$ cat src/crbf_pkg.sv
// Constants and types for the return, bit and flag instruction unit
// How it works
// - Port clear drives D bit Y low
// - Subroutine return pops program counter, two cycles
// - Interrupt return pops program counter in one cycle
// - Interrupt return restores X, Y, Z, flags
// - Interrupt return restores NOP status, A, B
// - Return-and-skip pops program counter, skips, two cycles
// - Memory bit set forces bit j high
package crbf_pkg;
	localparam int PC_W       = 13;
	localparam int SP_W       = 3;
	localparam int STACK_N    = 8;
	localparam int PORT_N     = 6;
	localparam int RAM_AW     = 8;
	localparam logic [5:0] PORT_RESET  = 6'h3F;
	localparam logic [2:0] PORT_IDX_MAX = 3'h5;
	localparam logic [SP_W-1:0] SP_RESET = 3'h7;
	localparam int SAVE_W     = 27;
	typedef enum logic [2:0] {
		CRBF_OP_NONE, CRBF_OP_PORT_CLEAR, CRBF_OP_RET, CRBF_OP_RETI,
		CRBF_OP_RET_SKIP, CRBF_OP_BIT_SET, CRBF_OP_CARRY_CLEAR, CRBF_OP_CARRY_SET
	} crbf_op_t;
	typedef enum {CRBF_IDLE, CRBF_RET2} crbf_state_t;
endpackage : crbf_pkg

$ cat src/crbf_unit.sv
// Execution unit for return, port bit clear, memory bit set and carry ops
`timescale 1ns/10ps
module crbf_unit
	import crbf_pkg::*;
(
	input  wire logic                clock,
	input  wire logic                rst,
	input  wire logic                ce,
	input  wire crbf_op_t            op,
	input  wire logic                op_valid,
	input  wire logic [1:0]          bit_index,
	input  wire logic [2:0]          port_select,
	input  wire logic [RAM_AW-1:0]   data_pointer,
	input  wire logic [3:0]          ram_rdata,
	input  wire logic                push,
	input  wire logic [PC_W-1:0]     push_pc,
	input  wire logic                int_save,
	input  wire logic [SAVE_W-1:0]   int_state,
	output logic                     busy,
	output logic [PORT_N-1:0]        port_d,
	output logic                     carry_flag,
	output logic [PC_W-1:0]          program_counter,
	output logic                     pc_load,
	output logic                     skip_next,
	output logic [SP_W-1:0]          stack_level_pointer,
	output logic                     ram_we,
	output logic [RAM_AW-1:0]        ram_addr,
	output logic [3:0]               ram_wdata,
	output logic                     restore_valid,
	output logic [SAVE_W-1:0]        restore_state
);
	logic [PC_W-1:0]   return_stack [STACK_N];
	crbf_state_t       state, next_state;
	crbf_op_t          held_op, next_held_op;
	logic [PORT_N-1:0] next_port_d;
	logic              next_carry_flag, next_pc_load, next_skip_next, next_ram_we, next_restore_valid;
	logic [PC_W-1:0]   next_program_counter;
	logic [SP_W-1:0]   next_sp;
	logic [RAM_AW-1:0] next_ram_addr;
	logic [3:0]        next_ram_wdata;
	logic [SAVE_W-1:0] saved_state, next_saved_state;
	logic              taken;

	assign taken = ce && op_valid && state == CRBF_IDLE;
	assign busy = state == CRBF_RET2;

	always_comb
	begin
		next_state           = state;
		next_held_op         = held_op;
		next_port_d          = port_d;
		next_carry_flag      = carry_flag;
		next_program_counter = program_counter;
		next_pc_load         = 1'b0;
		next_skip_next       = 1'b0;
		next_sp              = stack_level_pointer;
		next_ram_we          = 1'b0;
		next_ram_addr        = ram_addr;
		next_ram_wdata       = ram_wdata;
		next_restore_valid   = 1'b0;
		next_saved_state     = saved_state;
		if (int_save)
			next_saved_state = int_state;
		if (push)
			next_sp = stack_level_pointer + 3'h1;
		unique case (state)
			CRBF_IDLE:
			begin
				if (taken)
				begin
					unique case (op)
						CRBF_OP_PORT_CLEAR:
							// Index above 5 is software's fault; it is ignored
							if (port_select <= PORT_IDX_MAX)
								next_port_d[port_select] = 1'b0;
						CRBF_OP_RET, CRBF_OP_RET_SKIP:
						begin
							next_state   = CRBF_RET2;
							next_held_op = op;
						end
						CRBF_OP_RETI:
						begin
							next_program_counter = return_stack[stack_level_pointer];
							next_pc_load         = 1'b1;
							next_sp              = stack_level_pointer - 3'h1;
							next_restore_valid   = 1'b1;
						end
						CRBF_OP_BIT_SET:
						begin
							next_ram_addr  = data_pointer;
							next_ram_wdata = ram_rdata | (4'h1 << bit_index);
							next_ram_we    = 1'b1;
						end
						CRBF_OP_CARRY_CLEAR: next_carry_flag = 1'b0;
						CRBF_OP_CARRY_SET:   next_carry_flag = 1'b1;
						default: ;
					endcase
				end
			end
			CRBF_RET2:
			begin
				if (ce)
				begin
					// Pop lands at the end of the second cycle
					next_program_counter = return_stack[stack_level_pointer];
					next_pc_load         = 1'b1;
					next_sp              = stack_level_pointer - 3'h1;
					next_skip_next       = held_op == CRBF_OP_RET_SKIP;
					next_state           = CRBF_IDLE;
				end
			end
		endcase
	end

	always_ff @(posedge clock or posedge rst)
	begin
		if (rst)
		begin
			state               <= CRBF_IDLE;
			held_op             <= CRBF_OP_NONE;
			port_d              <= PORT_RESET;
			carry_flag          <= 1'b0;
			program_counter     <= '0;
			pc_load             <= 1'b0;
			skip_next           <= 1'b0;
			stack_level_pointer <= SP_RESET;
			ram_we              <= 1'b0;
			ram_addr            <= '0;
			ram_wdata           <= '0;
			restore_valid       <= 1'b0;
			saved_state         <= '0;
		end
		else if (ce)
		begin
			state               <= next_state;
			held_op             <= next_held_op;
			port_d              <= next_port_d;
			carry_flag          <= next_carry_flag;
			program_counter     <= next_program_counter;
			pc_load             <= next_pc_load;
			skip_next           <= next_skip_next;
			stack_level_pointer <= next_sp;
			ram_we              <= next_ram_we;
			ram_addr            <= next_ram_addr;
			ram_wdata           <= next_ram_wdata;
			restore_valid       <= next_restore_valid;
			saved_state         <= next_saved_state;
		end
	end

	assign restore_state = saved_state;

	// Stack storage has no reset; only the pointer matters at start
	always_ff @(posedge clock)
	begin
		if (ce && push)
			return_stack[stack_level_pointer + 3'h1] <= push_pc;
	end
endmodule : crbf_unit

$ cat config.mk
export PLATFORM = sky130hd
export DESIGN_NAME = crbf_unit
export DESIGN_NICKNAME = d
export VERILOG_FILES = /design/src/crbf_pkg.sv /design/src/crbf_unit.sv
export SDC_FILE = /design/constraint.sdc
export NUM_CORES = 1
export LEC_CHECK = 0
export BUFFER_PORTS_ARGS = -buffer_cell sky130_fd_sc_hd__buf_4
export CORE_MARGIN = 3
export CORE_UTILIZATION = 52
export DETAILED_ROUTE_END_ITERATION = 8
export GPL_TIMING_DRIVEN = 0
export MAX_ROUTING_LAYER = met4
export PLACE_DENSITY = 0.72
export SLEW_MARGIN = 40
export SYNTH_ARGS = -nofsm -noshare
export SYNTH_HDL_FRONTEND = slang
export SYNTH_SLANG_ARGS = --single-unit
$ cat constraint.sdc
create_clock -name clock -period 5.5 [get_ports clock]
set_input_delay 1.1 -clock clock [delete_from_list [all_inputs] [get_ports clock]]
set_output_delay 1.1 -clock clock [all_outputs]
set_load 0.02 [all_outputs]
==> summary.md <==
| Metric | Value |
|---|---|
| Status | finished clean |
| Clk slew on worst S/H paths | around 0.06 ns |
| Post-synth cell types | 38 |
| Final Hold Viols | 0 |
| Worst-path cell chain | buf_2 > buf_2 > inv_1 > ha_1 > nand2b_1 > nor2_2 |
| CP Class | register to register |
| Max_slew headroom | 0.429 |
| Worst r2r path cells | 6 |
| Syn_nets | 443 |
| Comb pwr share | 0.288 |
| Post-layout nets | 599 |
| Crit Path Max Fanout | 13 |
| CP Launch Type | register |
| Vias after detailed routing | approximately 3,800 |
| Initial drt markers | roughly 240 |
| Setup TNS | 0 ns |
| Commonest cells after routing, fill and taps aside | buf_4, edfxtp_1, dfrtp_1, mux2_2, mux4_2 |
| Register area share after synthesis | 0.723 |
| Layout cells sized above 1 | 0.489 |
| Levels on crit path | 6 |
| Synthesized instance count | approximately 380 |
| Final ANT Viol Nets | 0 |
| Tcrit/Tclk final | 0.526 |
| Synth Warn # | 0 |
| Maximum VDD drop | just over 300 uV |
| Register share of total power | 0.420 |
| Clock power frac | 0.293 |
| Die height | ~120 microns |
| Leakage | ~3.5 nW |
| Via density | approximately 5.3 |
| Largest net degree at the start of global routing | 63 |
| Cell mode on critical path | buf_2 |
| Cell area after layout | 8660 sq um |
| PnR Total Power | 4.02 mW |
| Maximum buffer depth of the clock tree | 2 |
| Final RePlAce weighted congestion | between 0.8 and 0.9 |
| Switch Pwr | 1.18 mW |
| First-pass GRT wire length | between 20,000 and 25,000 microns |
| Vias in the first global route | 3,983 |
| Maxcap violations | 0 |
| Post-CTS resize count | 0 |
| H-tree depth | 4 |
| Setup crit start | stack_level_pointer[0] |
| Post-detailed-placement cell area | between 8000 and 9000 sq um |
| R2R Setup Slk | 2.61 ns |
| Max Clock Skew | a little over 0.01 ns |
| RSZ-0062 raised after global routing | false |
| Area Overhead vs Synth | 28.2% |
| Row Count | just over 40 |
| Die area | 14,400 sq um |
| Wire length per cell | just under 20 microns |
| Root Driver | clkbuf_16 |
| Slowest cell on crit path | nor2_2 |
| Post-route worst setup slack | 2.61 ns |
| Mean post-synth cell area | 18.0 sq um |
| N_diodes | 0 |
| Dpl hpwl | 9820 microns |
| Switching share of total power | 0.293 |
| CP endpoint kind | register |
| Measured slew at the worst slew-check pin | ~0.86 ns |
| Number of buffers added on ports | 132 |
| Crit-path leading delay family | simple AND/OR/NAND/NOR gates |
| Most common cell after layout, fill and taps aside | buf_4 |
| Initial Utilization | 0.533 |
| Core footprint | 12,700 sq um |
| Critical Path AT | between 2 and 3 ns |
| Hold slack | ~0.46 ns |
| Worst r2r dst | return_stack[0][2] |
| PD cells | between 400 and 500 nW/um^2 |
| Drt total wl | approximately 14,000 microns |
| HP Class | register to register |
| Initial antenna violation count | 0 |
| Setup Buffers After CTS | 0 |
| I/O pin count | roughly 130 |
| Synth Cell Area | about 6800 sq um |
| Place WS | ~2.5 ns |
| Cts bufs inserted | 17 |
| #FFs+latches synth | ~170 |
| CTS Hold Bufs | 0 |
| FMAX | 346 MHz |
| Critical path buffer and inverter count | 3 |
| Required @ worst endpoint | roughly 5.5 ns |
| Worst-skew pair later-pin latency | 0.42 ns |
| Drt pass-1 iters | 4 |
| Clock sinks | 174 |
| Tmin final | around 2.9 ns |
| X dimension of the die | 120 microns |
| Internal power | about 2.8 mW |
| Gr usage total | 0.212 |
| Overflow after GRT | 0 |
| CTS tree | done |
| CP max stage delay | about 0.7 ns |
| Final routed DRC violation total | 0 |
| Slew Viols, Final | 0 |
| Final setup viols | 0 |
| FF-to-FF Start | stack_level_pointer[0] |
| End point of the critical path | return_stack[0][2] |
==> how the worst min path moves through the flow <==
stage / slack (ns) / cells after the start / from / end
floorplan: 0.47 / 1 / held_op[0] / held_op[0]
global placement: 0.46 / 1 / port_d[3] / port_d[3]
detailed placement: 0.46 / 1 / port_d[5] / port_d[5]
CTS: 0.46 / 1 / port_d[5] / port_d[5]
global route: 0.47 / 1 / port_d[5] / port_d[5]
finish: 0.46 / 1 / port_d[5] / port_d[5]
==> final cells by class <==
cell class | count | area (sq um)
buffer | 17 | 98.8
clock inverter | 12 | 148
multi-input combinational | 171 | 1770
clock buffer | 20 | 437
inverter | 13 | 53.8
sequential | 174 | 4890
fill | 840 | 4010
timing repair buffer | 137 | 1050
tap | 172 | 215
==> cells by family (layout without fill, tap and decap cells) <==
kind of cell               after synthesis  in the layout  share of synthesized area
AOI/OAI and AO/OA                       40             40                     0.0393
muxes                                   78             78                      0.171
adders and majority gates                2              2                    0.00370
DFF                                    174            174                      0.723
buffers and inverters                   30            199                     0.0219
and+or+nand+nor                         48             48                     0.0372
xor gates and xnor gates                 3              3                    0.00389
==> stage by stage <==
stage               cells   util
floorplan             375      -
global placement      679  0.628
detailed placement    684  0.637
CTS                   716  0.683
global route          716  0.683
finish                716  0.683
==> flip-flops by register name, indices dropped and copies added, names as in the netlist, 3 cells and up <==
register,count
restore_state,27
held_op,3
stack_level_pointer,3
program_counter,13
port_d,6
ram_wdata,4
ram_addr,8
return_stack,104
==> synth_stat cells, drive strengths merged <==
library cell	number	area, sq um
buf	14	87.6
xnor2	3	26.3
and4b	1	10.0
and3b	1	8.76
nor2	11	41.3
or2	1	6.26
nand2b	3	18.8
nor3	5	36.3
nand2	18	67.6
clkbuf	3	11.3
a22o	2	17.5
a31o	1	8.76
o31ai	1	7.51
mux4	26	586
ha	2	25.0
edfxtp	104	3120
dfstp	9	236
o21ai	16	83.8
nand3b	1	20.0
or3	1	6.26
mux2	37	417
nor2b	1	6.26
nor4b	1	8.76
and2	1	6.26
inv	13	48.8
a221oi	1	8.76
a21o	2	15.0
a21oi	10	50.1
dfrtp	61	1530
nand3	3	15.0
mux2i	15	150
a31oi	1	6.26
o41a	6	67.6
==> power by group through the flow <==
stage               Clock, mW  Sequential (mW)  Combinational [mW]
floorplan                   0             1.84               0.577
global placement            0             1.70                1.10
detailed placement          0             1.71                1.16
CTS                      1.20             1.69                1.17
global route             1.24             1.71                1.24
finish                   1.18             1.69                1.16
==> per-layer routing <==
metal | vias to the layer above | track usage | share of wire
li1 | 1751 | - | -
met1 | 1906 | 0.275 | 0.43
met2 | 149 | 0.334 | 0.50
met3 | 10 | 0.0566 | 0.069
met4 | 0 | 0.0651 | 0.0075
met5 | - | - | 0
==> worst register-to-register path, stage by stage (launching register included) <==
cell      delay, ns
dfstp_2        0.55
buf_2          0.18
buf_2          0.32
inv_1          0.11
ha_1           0.41
nand2b_1       0.26
nor2_2         0.69
Note: power is estimated with default switching activity, not from simulation.
